File: config.mk
export PLATFORM = sky130hd
export DESIGN_NAME = tmr_core
export DESIGN_NICKNAME = d
export VERILOG_FILES = /design/src/shared/tmr_pkg.sv /design/src/hw/tmr_prescaler.sv /design/src/hw/tmr_oc_unit.sv /design/src/hw/tmr_core.sv
export VERILOG_INCLUDE_DIRS = /design/src /design/src/shared
export SDC_FILE = /design/constraint.sdc
export NUM_CORES = 1
export LEC_CHECK = 0
export BUFFER_PORTS_ARGS = -buffer_cell sky130_fd_sc_hd__buf_2
export CAP_MARGIN = 0
export CORE_ASPECT_RATIO = 1.5
export CORE_MARGIN = 3
export CORE_UTILIZATION = 34
export CTS_BUF_LIST = sky130_fd_sc_hd__clkbuf_16
export DETAILED_ROUTE_END_ITERATION = 16
export GPL_ROUTABILITY_DRIVEN = 0
export PLACE_DENSITY_LB_ADDON = 0.05
export SYNTH_ARGS = -nofsm -noshare
export SYNTH_HDL_FRONTEND = slang
export SYNTH_HIERARCHICAL = 1
export SYNTH_SLANG_ARGS = --single-unit
File: constraint.sdc
create_clock -name i_clk_sys -period 6.51 [get_ports i_clk_sys]
set_input_delay 0.3255 -clock i_clk_sys [delete_from_list [all_inputs] [get_ports i_clk_sys]]
set_output_delay 0.3255 -clock i_clk_sys [all_outputs]
set_load 0.1 [all_outputs]
File: src/shared/tmr_defs.svh
// constants of the 16-bit timer core: mode codes, output actions, divider factors
// assumes inclusion from the package and the design files only
`ifndef TMR_DEFS_SVH
`define TMR_DEFS_SVH

// ----------------------------------------
// counter limits and reset values
// ----------------------------------------
`define TMR_COUNT_MAX 16'hFFFF
`define TMR_COUNT_BOTTOM 16'h0000
`define TMR_COUNT_RESET 16'h0000
`define TMR_STATE_RESET 1'h0

// ----------------------------------------
// waveform mode select codes
// ----------------------------------------
`define TMR_WGM_NORMAL 4'h0
`define TMR_WGM_CTC_CHA 4'h4
`define TMR_WGM_CTC_CAP 4'hC

// ----------------------------------------
// compare output mode codes
// ----------------------------------------
`define TMR_COM_OFF 2'h0
`define TMR_COM_TOGGLE 2'h1
`define TMR_COM_CLEAR 2'h2
`define TMR_COM_SET 2'h3

// ----------------------------------------
// clock select codes and divider factors
// ----------------------------------------
`define TMR_CS_STOP 3'h0
`define TMR_CS_DIV1 3'h1
`define TMR_CS_DIV8 3'h2
`define TMR_CS_DIV64 3'h3
`define TMR_CS_DIV256 3'h4
`define TMR_CS_DIV1024 3'h5
`define TMR_CS_DIV16 3'h6
`define TMR_CS_DIV32 3'h7
`define TMR_PRE_WIDTH 10
`define TMR_MASK_DIV8 10'h007
`define TMR_MASK_DIV16 10'h00F
`define TMR_MASK_DIV32 10'h01F
`define TMR_MASK_DIV64 10'h03F
`define TMR_MASK_DIV256 10'h0FF
`define TMR_MASK_DIV1024 10'h3FF

`endif

File: src/shared/tmr_pkg.sv
// types shared by the timer core and its two leaf modules
// assumes tmr_defs.svh on the include path
`include "tmr_defs.svh"

package tmr_pkg;

  // ----------------------------------------
  // types
  // ----------------------------------------
  typedef logic [15:0] tmr_count_t;

  typedef enum logic [1:0] {
    tmr_com_off = `TMR_COM_OFF,
    tmr_com_toggle = `TMR_COM_TOGGLE,
    tmr_com_clear = `TMR_COM_CLEAR,
    tmr_com_set = `TMR_COM_SET
  } tmr_com_t;

  typedef enum logic [2:0] {
    tmr_cs_stop = `TMR_CS_STOP,
    tmr_cs_div1 = `TMR_CS_DIV1,
    tmr_cs_div8 = `TMR_CS_DIV8,
    tmr_cs_div64 = `TMR_CS_DIV64,
    tmr_cs_div256 = `TMR_CS_DIV256,
    tmr_cs_div1024 = `TMR_CS_DIV1024,
    tmr_cs_div16 = `TMR_CS_DIV16,
    tmr_cs_div32 = `TMR_CS_DIV32
  } tmr_cs_t;

endpackage

File: src/hw/tmr_prescaler.sv
// clock prescaler: one-cycle timer tick enable from the system clock
// assumes a single clock domain; clock select is a level input
`include "tmr_defs.svh"

module tmr_prescaler #(
  parameter bit EXTENDED_FACTORS = 1'b1
) (
  input wire logic i_clk_sys,
  input wire logic i_rst_n,
  input wire logic [2:0] i_clock_select,
  output logic o_tick
);

  // ----------------------------------------
  // free-running divider
  // ----------------------------------------
  // shared by all factors, so a factor change takes effect without a restart
  logic [`TMR_PRE_WIDTH-1:0] div_reg;
  logic [`TMR_PRE_WIDTH-1:0] mask;
  logic tick_en;

  always_ff @(posedge i_clk_sys or negedge i_rst_n) begin
    if (!i_rst_n) begin
      div_reg <= '0;
    end else begin
      div_reg <= div_reg + `TMR_PRE_WIDTH'(1);
    end
  end

  // ----------------------------------------
  // factor selection
  // ----------------------------------------
  // selectable factors
  always_comb begin
    mask = '0;
    tick_en = 1'b1;
    case (tmr_pkg::tmr_cs_t'(i_clock_select))
      tmr_pkg::tmr_cs_stop: tick_en = 1'b0;
      tmr_pkg::tmr_cs_div1: mask = '0;
      tmr_pkg::tmr_cs_div8: mask = `TMR_MASK_DIV8;
      tmr_pkg::tmr_cs_div64: mask = `TMR_MASK_DIV64;
      tmr_pkg::tmr_cs_div256: mask = `TMR_MASK_DIV256;
      tmr_pkg::tmr_cs_div1024: mask = `TMR_MASK_DIV1024;
      tmr_pkg::tmr_cs_div16: begin
        mask = `TMR_MASK_DIV16;
        tick_en = EXTENDED_FACTORS;
      end
      tmr_pkg::tmr_cs_div32: begin
        mask = `TMR_MASK_DIV32;
        tick_en = EXTENDED_FACTORS;
      end
      default: tick_en = 1'b0;
    endcase
  end

  assign o_tick = tick_en && ((div_reg & mask) == mask);

endmodule

File: src/hw/tmr_oc_unit.sv
// compare output state of one channel: set, clear or toggle on match or force
// assumes match and force are one-cycle pulses in the system clock domain
`include "tmr_defs.svh"

module tmr_oc_unit (
  input wire logic i_clk_sys,
  input wire logic i_rst_n,
  input wire logic [1:0] i_compare_output_mode,
  input wire logic i_pwm_mode,
  input wire logic i_match,
  input wire logic i_force,
  output logic o_state
);

  logic state_reg;
  logic state_next;
  logic apply;

  assign apply = i_match || (i_force && !i_pwm_mode);

  // ----------------------------------------
  // action selection
  // ----------------------------------------
  always_comb begin
    state_next = state_reg;
    if (apply) begin
      unique case (tmr_pkg::tmr_com_t'(i_compare_output_mode))
        tmr_pkg::tmr_com_off: state_next = state_reg;
        tmr_pkg::tmr_com_toggle: state_next = !state_reg;
        tmr_pkg::tmr_com_clear: state_next = i_pwm_mode;
        tmr_pkg::tmr_com_set: state_next = !i_pwm_mode;
      endcase
    end
  end

  always_ff @(posedge i_clk_sys or negedge i_rst_n) begin
    if (!i_rst_n) begin
      state_reg <= `TMR_STATE_RESET;
    end else begin
      state_reg <= state_next;
    end
  end

  assign o_state = state_reg;

endmodule

File: src/hw/tmr_core.sv
// 16-bit timer core: normal and clear-on-match counting, flags, compare outputs
// assumes control bits and write strobes are synchronous to i_clk_sys
//
// Overview of operation
// - Compare output mode zero leaves the channel's output state untouched at matches.
// - A new compare output mode acts at the first match after it is written.
// - Force strobe applies the selected action at once, outside pwm modes only.
// - Counting follows waveform mode only; output mode touches only the pin.
// - Non-pwm: set, clear or toggle on match; pwm: polarity choice.
// - Normal mode counts up always and rolls from FFFF to 0000.
// - Normal mode sets overflow as count becomes zero; counting never clears it.
// - Entering the overflow service clears the overflow flag.
// - Normal mode accepts a new count value at any time.
// - Clear-on-match clears count at channel A value (4) or capture top (12).
// - Clear-on-match top sets channel A flag or capture flag, per top source.
// - Top is not buffered; a top below count wraps through FFFF first.
// - Clear-on-match with channel A mode 1 toggles channel A at every match.
// - Channel A output reaches the pin only when its direction bit is 1.
// - Prescaler gives 1, 8, 64, 256, 1024, plus 16 and 32 optionally.
// - Toggle period is one plus compare value timer clocks; zero toggles each tick.
// - Clear-on-match sets overflow as count passes from FFFF to 0000.
// - Forced compare updates output only: no flag, no counter clear.
// - A count write suppresses all matches in the next timer clock cycle.
// - System reset clears every compare output state to 0.
// - Nonzero output mode replaces the port value; direction stays with the port.
`include "tmr_defs.svh"

module tmr_core #(
  parameter int NUM_CH = 2,
  parameter bit EXTENDED_FACTORS = 1'b1
) (
  input wire logic i_clk_sys,
  input wire logic i_rst_n,
  input wire logic [3:0] i_waveform_mode_select,
  input wire logic [2:0] i_clock_select,
  input wire logic i_count_write,
  input wire logic [15:0] i_count_write_data,
  input wire logic [NUM_CH*16-1:0] i_channel_compare_value,
  input wire logic [15:0] i_capture_top_register,
  input wire logic [NUM_CH*2-1:0] i_compare_output_mode,
  input wire logic [NUM_CH-1:0] i_force_compare_strobe,
  input wire logic i_overflow_service,
  input wire logic [NUM_CH-1:0] i_compare_flag_clear,
  input wire logic i_capture_flag_clear,
  input wire logic [NUM_CH-1:0] i_pin_direction,
  input wire logic [NUM_CH-1:0] i_port_output,
  output logic [15:0] o_count_value,
  output logic o_overflow_flag,
  output logic [NUM_CH-1:0] o_channel_compare_flag,
  output logic o_capture_flag,
  output logic [NUM_CH-1:0] o_compare_output_state,
  output logic [NUM_CH-1:0] o_pin_out,
  output logic [NUM_CH-1:0] o_pin_oe
);

  // ----------------------------------------
  // internal signals
  // ----------------------------------------
  tmr_pkg::tmr_count_t count_reg;
  tmr_pkg::tmr_count_t count_next;
  tmr_pkg::tmr_count_t top_value;
  logic tick;
  logic block_reg;
  logic mode_normal;
  logic mode_ctc_cha;
  logic mode_ctc_cap;
  logic mode_ctc;
  logic mode_pwm;
  logic top_hit;
  logic wrap_hit;
  logic overflow_reg;
  logic capture_reg;
  logic [NUM_CH-1:0] match;
  logic [NUM_CH-1:0] flag_reg;
  logic [NUM_CH-1:0] state;
  logic [NUM_CH-1:0] pin_out_reg;
  logic [NUM_CH-1:0] pin_oe_reg;

  // ----------------------------------------
  // timer clock
  // ----------------------------------------
  tmr_prescaler #(
    .EXTENDED_FACTORS(EXTENDED_FACTORS)
  ) u_prescaler (
    .i_clk_sys(i_clk_sys),
    .i_rst_n(i_rst_n),
    .i_clock_select(i_clock_select),
    .o_tick(tick)
  );

  // ----------------------------------------
  // mode decode
  // ----------------------------------------
  // codes outside normal and clear-on-match are treated as pwm for the
  // output logic; their counting sequences are not built here and they
  // run as a free counter, so do not rely on them
  // sequence from waveform mode
  assign mode_normal = (i_waveform_mode_select == `TMR_WGM_NORMAL);
  assign mode_ctc_cha = (i_waveform_mode_select == `TMR_WGM_CTC_CHA);
  assign mode_ctc_cap = (i_waveform_mode_select == `TMR_WGM_CTC_CAP);
  assign mode_ctc = mode_ctc_cha || mode_ctc_cap;
  assign mode_pwm = !(mode_normal || mode_ctc);

  assign top_value = mode_ctc_cap ? i_capture_top_register : i_channel_compare_value[15:0];

  // ----------------------------------------
  // match suppression after a count write
  // ----------------------------------------
  // held until a timer tick arrives, so it also covers a stopped timer
  // write blocks next tick
  always_ff @(posedge i_clk_sys or negedge i_rst_n) begin
    if (!i_rst_n) begin
      block_reg <= 1'b0;
    end else if (i_count_write) begin
      block_reg <= 1'b1;
    end else if (tick) begin
      block_reg <= 1'b0;
    end
  end

  // ----------------------------------------
  // compare and top detection
  // ----------------------------------------
  // equality only: a top written below the count is passed by, and the
  // counter must wrap through FFFF before it can match again
  // unbuffered top compare
  assign top_hit = tick && !block_reg && mode_ctc && (count_reg == top_value);
  assign wrap_hit = tick && (count_reg == `TMR_COUNT_MAX);

  genvar ch;
  generate
    for (ch = 0; ch < NUM_CH; ch++) begin : g_ch
      assign match[ch] = tick && !block_reg &&
                         (count_reg == i_channel_compare_value[ch*16 +: 16]);

      tmr_oc_unit u_oc (
        .i_clk_sys(i_clk_sys),
        .i_rst_n(i_rst_n),
        .i_compare_output_mode(i_compare_output_mode[ch*2 +: 2]),
        .i_pwm_mode(mode_pwm),
        .i_match(match[ch]),
        .i_force(i_force_compare_strobe[ch]),
        .o_state(state[ch])
      );

      always_ff @(posedge i_clk_sys or negedge i_rst_n) begin
        if (!i_rst_n) begin
          flag_reg[ch] <= 1'b0;
        end else if (match[ch]) begin
          flag_reg[ch] <= 1'b1;
        end else if (i_compare_flag_clear[ch]) begin
          flag_reg[ch] <= 1'b0;
        end
      end

      always_ff @(posedge i_clk_sys or negedge i_rst_n) begin
        if (!i_rst_n) begin
          pin_out_reg[ch] <= 1'b0;
          pin_oe_reg[ch] <= 1'b0;
        end else begin
          pin_out_reg[ch] <= (i_compare_output_mode[ch*2 +: 2] != `TMR_COM_OFF) ?
                             state[ch] : i_port_output[ch];
          pin_oe_reg[ch] <= i_pin_direction[ch];
        end
      end
    end
  endgenerate

  // ----------------------------------------
  // counter
  // ----------------------------------------
  always_comb begin
    count_next = count_reg;
    if (i_count_write) begin
      count_next = i_count_write_data;
    end else if (tick) begin
      if (top_hit) begin
        count_next = `TMR_COUNT_BOTTOM;
      end else begin
        count_next = count_reg + 16'h0001;
      end
    end
  end

  always_ff @(posedge i_clk_sys or negedge i_rst_n) begin
    if (!i_rst_n) begin
      count_reg <= `TMR_COUNT_RESET;
    end else begin
      count_reg <= count_next;
    end
  end

  // ----------------------------------------
  // overflow and capture flags
  // ----------------------------------------
  // a count write that lands on the wrap tick wins over the wrap, so no
  // overflow is seen for a value that never became zero by counting
  // overflow as count wraps
  always_ff @(posedge i_clk_sys or negedge i_rst_n) begin
    if (!i_rst_n) begin
      overflow_reg <= 1'b0;
    end else if (wrap_hit && !i_count_write) begin
      overflow_reg <= 1'b1;
    end else if (i_overflow_service) begin
      overflow_reg <= 1'b0;
    end
  end

  always_ff @(posedge i_clk_sys or negedge i_rst_n) begin
    if (!i_rst_n) begin
      capture_reg <= 1'b0;
    end else if (top_hit && mode_ctc_cap) begin
      capture_reg <= 1'b1;
    end else if (i_capture_flag_clear) begin
      capture_reg <= 1'b0;
    end
  end

  // ----------------------------------------
  // outputs
  // ----------------------------------------
  // pin outputs lag the state by one clock so all outputs leave flip-flops
  assign o_count_value = count_reg;
  assign o_overflow_flag = overflow_reg;
  assign o_channel_compare_flag = flag_reg;
  assign o_capture_flag = capture_reg;
  assign o_compare_output_state = state;
  assign o_pin_out = pin_out_reg;
  assign o_pin_oe = pin_oe_reg;

endmodule

-- Yosys cells after proc, flatten, opt, wreduce, memory -nomap -nowiden
Index checks and enable logic that the tools add are counted.
- bits in registers: 37
- input port bits: 88
- output and inout port bits: 26
- word-level logic and storage cells: 90
- add/subtract/negate cells: 2
- equal/unequal tests: 19
- muxes and demuxes: 20
- bitwise operators: 3
- reduce and logical (&&, ||, !) cells: 33
- operator list (cell ; number):
    16-bit 2-to-1 mux ; 4
    10-bit case mux with 6 select lines ; 1
    16-bit equality test ; 3
    16-bit by 1-bit adder with 16-bit output, second input constant ; 1
    16-bit equality test, second input constant ; 1
    2-bit nonzero test ; 7
    1-bit 2-to-1 mux ; 13
    3-bit equality test, second input constant ; 4
    1-bit logical AND ; 11
    10-bit by 1-bit adder with 10-bit output, second input constant ; 1
    10-bit AND ; 1
    10-bit equality test ; 1
    2-bit equality test, second input constant ; 4
    3-bit by 2-bit equality test with 1-bit output, second input constant ; 2
    1-bit case mux with 3 select lines ; 2
    1-bit logical NOT ; 5
    2-bit by 1-bit equality test with 1-bit output, second input constant ; 2
    4-bit by 3-bit equality test with 1-bit output, second input constant ; 1
    4-bit equality test, second input constant ; 1
    2-bit logical NOT ; 2
    4-bit logical NOT ; 1
    1-bit logical OR ; 4
    2-bit AND reduction ; 2
    3-bit logical NOT ; 1
    1-bit NOT ; 2

-- Logic depth before layout (Yosys ltp)
Gate-level depths: netlist of run 1.
- depth in word-level cells: 11
- mapped depth: 12
- gate-level depth less buffers: 11

-- Hierarchy
Netlist of run 1, hierarchy kept.
- by module, submodules not included (module ; instances ; cells an instance ; area each (sq um) ; sequential area each (sq um)):
    tmr_core ; 1 ; 272 ; 2363.5 ; 625.6
    tmr_prescaler ; 1 ; 42 ; 471.7 ; 250.2
    tmr_oc_unit ; 2 ; 13 ; 96.3 ; 25.0

-- Worst setup path before layout of run 1
No wires, ideal clock.
- path type: register to register
- start point: register count_reg[11], in the netlist o_count_value[11]
- end point: register g_ch[1].u_oc.state_reg
- arrival time: 2490 ps
- data required time: 6437 ps
- setup slack: 3947 ps
- cell stages (with the launch flop): 10
- clock period less this slack: 2563 ps
- cells stage by stage: dfrtp_1 -> buf_2 -> xor2_1 -> nor4_1 -> nand4_1 -> nor3_1 -> nor2_1 -> nor4b_2 -> a21oi_1 -> nand4_1
- word-level cells in the longest chain between the ends: 4
- ends and longest elaborated chain (item ; RTL line ; RTL):
    start: declaration ; tmr_core.sv:59 ; tmr_pkg::tmr_count_t count_reg;
    start signal: assignment ; tmr_core.sv:187 ; count_reg <= `TMR_COUNT_RESET;
    start signal: assignment ; tmr_core.sv:189 ; count_reg <= count_next;
    16-bit equality test ; tmr_core.sv:134 ; (count_reg == i_channel_compare_value[ch*16 +: 16]);
    1-bit logical AND ; tmr_core.sv:133 ; assign match[ch] = tick && !block_reg &&
    net match[1] ; tmr_core.sv:73 ; logic [NUM_CH-1:0] match;
    1-bit logical OR ; tmr_oc_unit.sv:19 ; assign apply = i_match || (i_force && !i_pwm_mode);
    2-bit AND reduction (no source line) ; -- ;
    end signal: assignment ; tmr_oc_unit.sv:38 ; state_reg <= `TMR_STATE_RESET;
    end signal: assignment ; tmr_oc_unit.sv:40 ; state_reg <= state_next;
    end: declaration ; tmr_oc_unit.sv:15 ; logic state_reg;
The timed path passes the listed nets, and every way through them passes these cells.
A chain may end at the register's enable or synchronous reset.

-- Final worst setup path of run 1
- start point: register u_prescaler.div_reg[6]
- end point: register count_reg[1], in the netlist o_count_value[1]
- word-level cells in the longest chain between the ends: 9
- ends and longest elaborated chain (item ; RTL line ; RTL):
    start: declaration ; tmr_prescaler.sv:18 ; logic [`TMR_PRE_WIDTH-1:0] div_reg;
    start signal: assignment ; tmr_prescaler.sv:26 ; div_reg <= div_reg + `TMR_PRE_WIDTH'(1);
    10-bit AND (*) ; tmr_prescaler.sv:56 ; assign o_tick = tick_en && ((div_reg & mask) == mask);
    10-bit equality test (*) ; tmr_prescaler.sv:56 ;
    1-bit logical AND (*) ; tmr_prescaler.sv:56 ;
    net tick ; tmr_core.sv:62 ; logic tick;
    1-bit logical AND (3 in series) ; tmr_core.sv:127 ; assign top_hit = tick && !block_reg && mode_ctc && (count_reg == top_value);
    16-bit 2-to-1 mux ; tmr_core.sv:177 ; if (top_hit) begin
    16-bit 2-to-1 mux ; tmr_core.sv:176 ; end else if (tick) begin
    16-bit 2-to-1 mux ; tmr_core.sv:174 ; if (i_count_write) begin
The timed path passes the listed nets; every way through them passes the cells marked *. The select of a mux whose other input is x is not followed.

==> results of run 1 <==
-- per-layer routing --
| layer | share of wire | wire [microns] | up-vias | track usage |
|---|---|---|---|---|
| li1 | - | - | 1400 | - |
| met1 | 0.41 | 3830 | 1391 | 0.220 |
| met2 | 0.54 | 5050 | 74 | 0.353 |
| met3 | 0.034 | 316 | 13 | 0.0210 |
| met4 | 0.022 | 210 | 0 | 0.0603 |
| met5 | 0 | 0 | - | 0 |
-- cell usage in the layout (no fill, tap or decap), types with 3 or more instances in the layout --
cell type  count
xnor2_1       18
clkbuf_16      5
nor3_1         7
a31oi_1       15
dfrtp_1       37
o21ai_0        8
nor4_1         7
or3_1          3
inv_1         10
nand2_1       16
a21boi_0      11
nand3_1        7
buf_2        113
nand3b_1      12
and4_1         4
a21oi_1       27
a21o_1         4
nor2_1        10
nand4_1       17
xor2_1        44
nor3b_1       15
and2_1         5
-- area by class of cell --
class,instances,area [sq um]
fill,901,4820
multi-input combinational,262,1870
sequential,37,926
timing repair buffer,115,581
tap,107,134
clock buffer,5,125
clock inverter,3,68.8
inverter,10,37.5
-- kinds of logic after synthesis --
logic type / synth area share
AND/OR/NAND/NOR: 0.256
AO/OA/AOI/OAI: 0.164
XOR/XNOR: 0.179
buffers and inverters: 0.0764
flip-flops: 0.306
multiplexers: 0.0107
adder cells (fa/ha/maj): 0.00826
-- power by group --
| group | switching, W | internal (W) | leakage [nW] |
|---|---|---|---|
| clock | 0.000107 | 0.000221 | 0.0944 |
| sequential | 0.0000454 | 0.000248 | 0.456 |
| combinational | 0.000219 | 0.0000887 | 1.16 |
-- path summary, 6_finish.rpt --
kind | endpoint | slack [ps] | cells past startpoint
max in group asynchronous | o_count_value[9] | 5780 | 1
setup reg to reg | o_count_value[1] | 3300 | 9
hold / removal | o_pin_oe[0] | 150 | 1
min in group asynchronous | o_pin_out[1] | 170 | 1
setup / recovery | o_count_value[1] | 3300 | 9
hold reg to reg | o_channel_compare_flag[0] | 480 | 1
-- stage by stage --
stage	hold slack, ps	std cells
4_1_cts	144	539
2_1_floorplan	29.9	340
3_5_place_dp	438	531
5_1_grt	142	539
3_3_place_gp	441	531
6_report	148	539
==> flow_metrics.tcl, run 1 <==
set metrics [dict create \
    vias_per_cell 5.34 \
    drt_iter0_drc 85 \
    die-area_sq_mm 0.0101 \
    cp-end-kind "register" \
    antenna_cells 0 \
    dieHeight_microns 122 \
    cts_max_level 2 \
    die_w_microns 83.1 \
    powerDensity_mw_per_mm2 249 \
    synth_largest_area_cell "dfrtp_1" \
    start_kind "register" \
    synthArstFlopShare 1.00 \
    ys_seq_elements 37 \
    grt_pass1_vias 2939 \
    cp_slowest_cell "a2111oi_4" \
    fin_crit_ps 3210 \
    outcome "complete, no violations" \
    worstSetupPathType "reg2reg" \
    core_area_sq_mm 0.00857 \
    maxCapViolations 0 \
    grt_pass1_wl_mm 15.1 \
    cp_cell_sequence "nand2_2, or3_1, a211oi_2, buf_4, nand2b_1, nor3_1, nand2_1, a2111oi_4, a31oi_1" \
    grt_usage 0.188 \
    place_ws_ps 3280 \
    p_leak_nw 1.71 \
    drv_slew 0 \
    critical-path-max-stage-delay_ps 980 \
    max_freq_mhz 311 \
    arrival_ps 3330 \
    critical-path-top-delay-family "compound AO/OA/AOI/OAI gates" \
    cts_tree "yes" \
    avgSynthCellArea_sq_um 8.91 \
    layout-drive-gt1-share 0.317 \
    largest_reg_flops 16 \
    grt_max_degree 38 \
    cp-startpoint "u_prescaler/div_reg[6]" \
    netlist_top_cells_count "xor2_1 (44), dfrtp_1 (37), a21oi_1 (27)" \
    cts_setup_buffers 0 \
    area_growth_pct 23.6 \
    wl_per_cell_microns 17.4 \
    post-route-period-util 0.494 \
    setup_violations 0 \
    num-nets-final 521 \
    ys_seq_area_frac 0.306 \
    cts_buffers 5 \
    relSlewSlack 0.247 \
    worst_ep_required_time_ps 6620 \
    cp_max_fo 20 \
    r2r-start "u_prescaler/div_reg[6]" \
    num_vias 2878 \
    synthTopCellsByArea "dfrtp_1 (31%), xor2_1 (13%), xnor2_1 (5.2%)" \
    setup_ws_ps 3300 \
    yosysUniqueCellTypes 50 \
    place_hpwl_mm 7.28 \
    finalPower_w 0.000930 \
    boundaryPins 114 \
    clkTransAtPathRegs_ps 60 \
    cts_resized 0 \
    synth-edff-count 0 \
    drt-pass1-iter-count 4 \
    ys_warn_count 6 \
    wl_mm 9.40 \
    netlist_area_sq_mm 0.00303 \
    drt_drc_violations_left 0 \
    clock_sinks 37 \
    clkLatencyLatePin_ps 280 \
    final_area_sq_mm 0.00374 \
    place_area_sq_mm 0.00355 \
    place.port_buffers 113 \
    fin_util 0.437 \
    synthFlopType "dfrtp_1" \
    syn_nets 430 \
    synth_top_area_share 0.306 \
    clock_skew_ps 5.33 \
    vdd_drop_max_mv 0.160 \
    ant_nets 0 \
    finalHoldViolations 0 \
    grt.overflow.total 0 \
    tightest_slew_ps 1130 \
    yosysMostFrequentCell "xor2_1" \
    worst_hold_path_type "in2reg" \
    clockRootBuffer "clkbuf_16" \
    cts_buffer_depth 2 \
    hold_start "i_pin_direction[0]" \
    cts-hold-fix-buffers 0 \
    row_count 41 \
    antenna_found_initial 0 \
    syn_inst 340 \
    cp_num_buf_inv 1 \
    tns_ps 0 \
    start_util 0.353 \
    rsz0062_at_grt "no" \
]
No activity file was read; power rests on OpenSTA's default activity.
==> inputs of run 2 (changes only) <==
clock period = 2.8 ns   (was 6.51 ns; I/O delays follow)
==> flow_metrics.tcl, run 2 (same netlist as run 1, synthesis figures left out) <==
set metrics [dict create \
    place.port_buffers 113 \
    wl_per_cell_microns 17.3 \
    cts_max_level 2 \
    drt-pass1-iter-count 4 \
    worst_hold_path_type "in2async" \
    drt_iter0_drc 115 \
    final_cell_mix "buf_2 (113), xor2_1 (44), dfrtp_1 (37)" \
    die_w_microns 83.1 \
    relSlewSlack 0.403 \
    start_util 0.353 \
    powerDensity_mw_per_mm2 522 \
    ant_nets 0 \
    area_growth_pct 25.0 \
    antenna_found_initial 0 \
    cts_setup_buffers 0 \
    critical-path-max-stage-delay_ps 410 \
    setup_violations 0 \
    tightest_slew_ps 896 \
    clockRootBuffer "clkbuf_16" \
    wl_mm 9.52 \
    grt_use_met3 0.0325 \
    cts_buffers 5 \
    num_vias 2932 \
    clock_sinks 37 \
    drt_drc_violations_left 0 \
    r2r_cells 9 \
    critical-path-top-delay-family "simple AND/OR/NAND/NOR gates" \
    maxCapViolations 0 \
    cts-hold-fix-buffers 2 \
    die-area_sq_mm 0.0101 \
    clock_skew_ps 6.41 \
    post-route-period-util 0.892 \
    boundaryPins 114 \
    cts_tree "yes" \
    clkTransAtPathRegs_ps 60 \
    grt_use_met2 0.355 \
    layout-drive-gt1-share 0.329 \
    cts_resized 0 \
    cts_buffer_depth 2 \
    cp_num_buf_inv 1 \
    outcome "finished, violations left" \
    drv_slew 0 \
    vdd_drop_max_mv 0.278 \
    max_freq_mhz 400 \
    grt_pass1_wl_mm 15.3 \
    regToRegSetupSlack_ps 300 \
    arrival_ps 2650 \
    antenna_cells 0 \
    p_leak_nw 1.75 \
    busiest_layer "met2" \
    r2r-start "u_prescaler/div_reg[7]" \
    grt.overflow.total 0 \
    finalHoldViolations 37 \
    setup_ws_ps 301 \
    row_count 41 \
    vias_per_cell 5.32 \
    worst_ep_required_time_ps 2950 \
    largest_reg_flops 16 \
    cp_slowest_cell "dfrtp_1" \
    violations "negative hold slack" \
    tns_ps 0 \
    clkLatencyLatePin_ps 290 \
    dieHeight_microns 122 \
    place_ws_ps 311 \
    fin_crit_ps 2500 \
    worstSetupPathType "reg2reg" \
    num-nets-final 533 \
    start_kind "register" \
    cp-end-kind "register" \
    rsz0062_at_grt "no" \
    grt_usage 0.192 \
    cp_max_fo 17 \
    layout_commonest_cell "buf_2" \
    whs_ps -29.6 \
    core_area_sq_mm 0.00857 \
    grt_max_degree 38 \
    grt_pass1_vias 2944 \
    grt_use_met1 0.218 \
    fin_util 0.442 \
    place_hpwl_mm 7.40 \
    cp_cell_sequence "nand2_2, or3_1, a211oi_2, nand2b_1, nor3_1, nand2_1, a2111oi_4, buf_4, a31oi_1" \
    rr_endpoint "o_count_value[14]" \
]
run 2: per-layer routing:
| metal | vias up | wire length, microns | part of all wire |
|---|---|---|---|
| met4 | 0 | 333 | 0.035 |
| met3 | 15 | 395 | 0.041 |
| met1 | 1400 | 3800 | 0.40 |
| li1 | 1434 | - | - |
| met5 | - | 0 | 0 |
| met2 | 83 | 5000 | 0.52 |
run 2: worst max path at each step:
stage,start,end,slack (ps),depth (start not counted)
CTS,u_prescaler/div_reg[7],o_count_value[7],300,9
global route,u_prescaler/div_reg[6],o_count_value[9],80,9
global placement,o_count_value[15],g_ch[1].u_oc/o_state,390,8
finish,u_prescaler/div_reg[7],o_count_value[14],300,9
detailed placement,u_prescaler/div_reg[7],o_count_value[0],310,9
floorplan,o_count_value[11],g_ch[1].u_oc/o_state,240,9
run 2: through the flow:
stage	total power [W]	hold WS (ps)	area, sq um	std cells
global placement	0.00143	252	3620	541
global route	0.00208	44.5	3790	551
finish	0.00198	-29.6	3790	551
CTS	0.00200	23.6	3790	551
floorplan	0.00124	-156	3030	340
detailed placement	0.00143	255	3620	541
run 2: layout make-up:
type	count	area [sq um]
sequential	37	926
fill	872	4780
clock buffer	5	125
clock inverter	3	17.5
inverter	10	37.5
timing repair buffer	127	676
multi-input combinational	262	1870
tap	107	134
run 2: power by group:
part | internal [W] | switching [W]
Sequential | 0.000578 | 0.0000891
Combinational | 0.000219 | 0.000531
Clock | 0.000327 | 0.000233
Total | 0.00112 | 0.000853
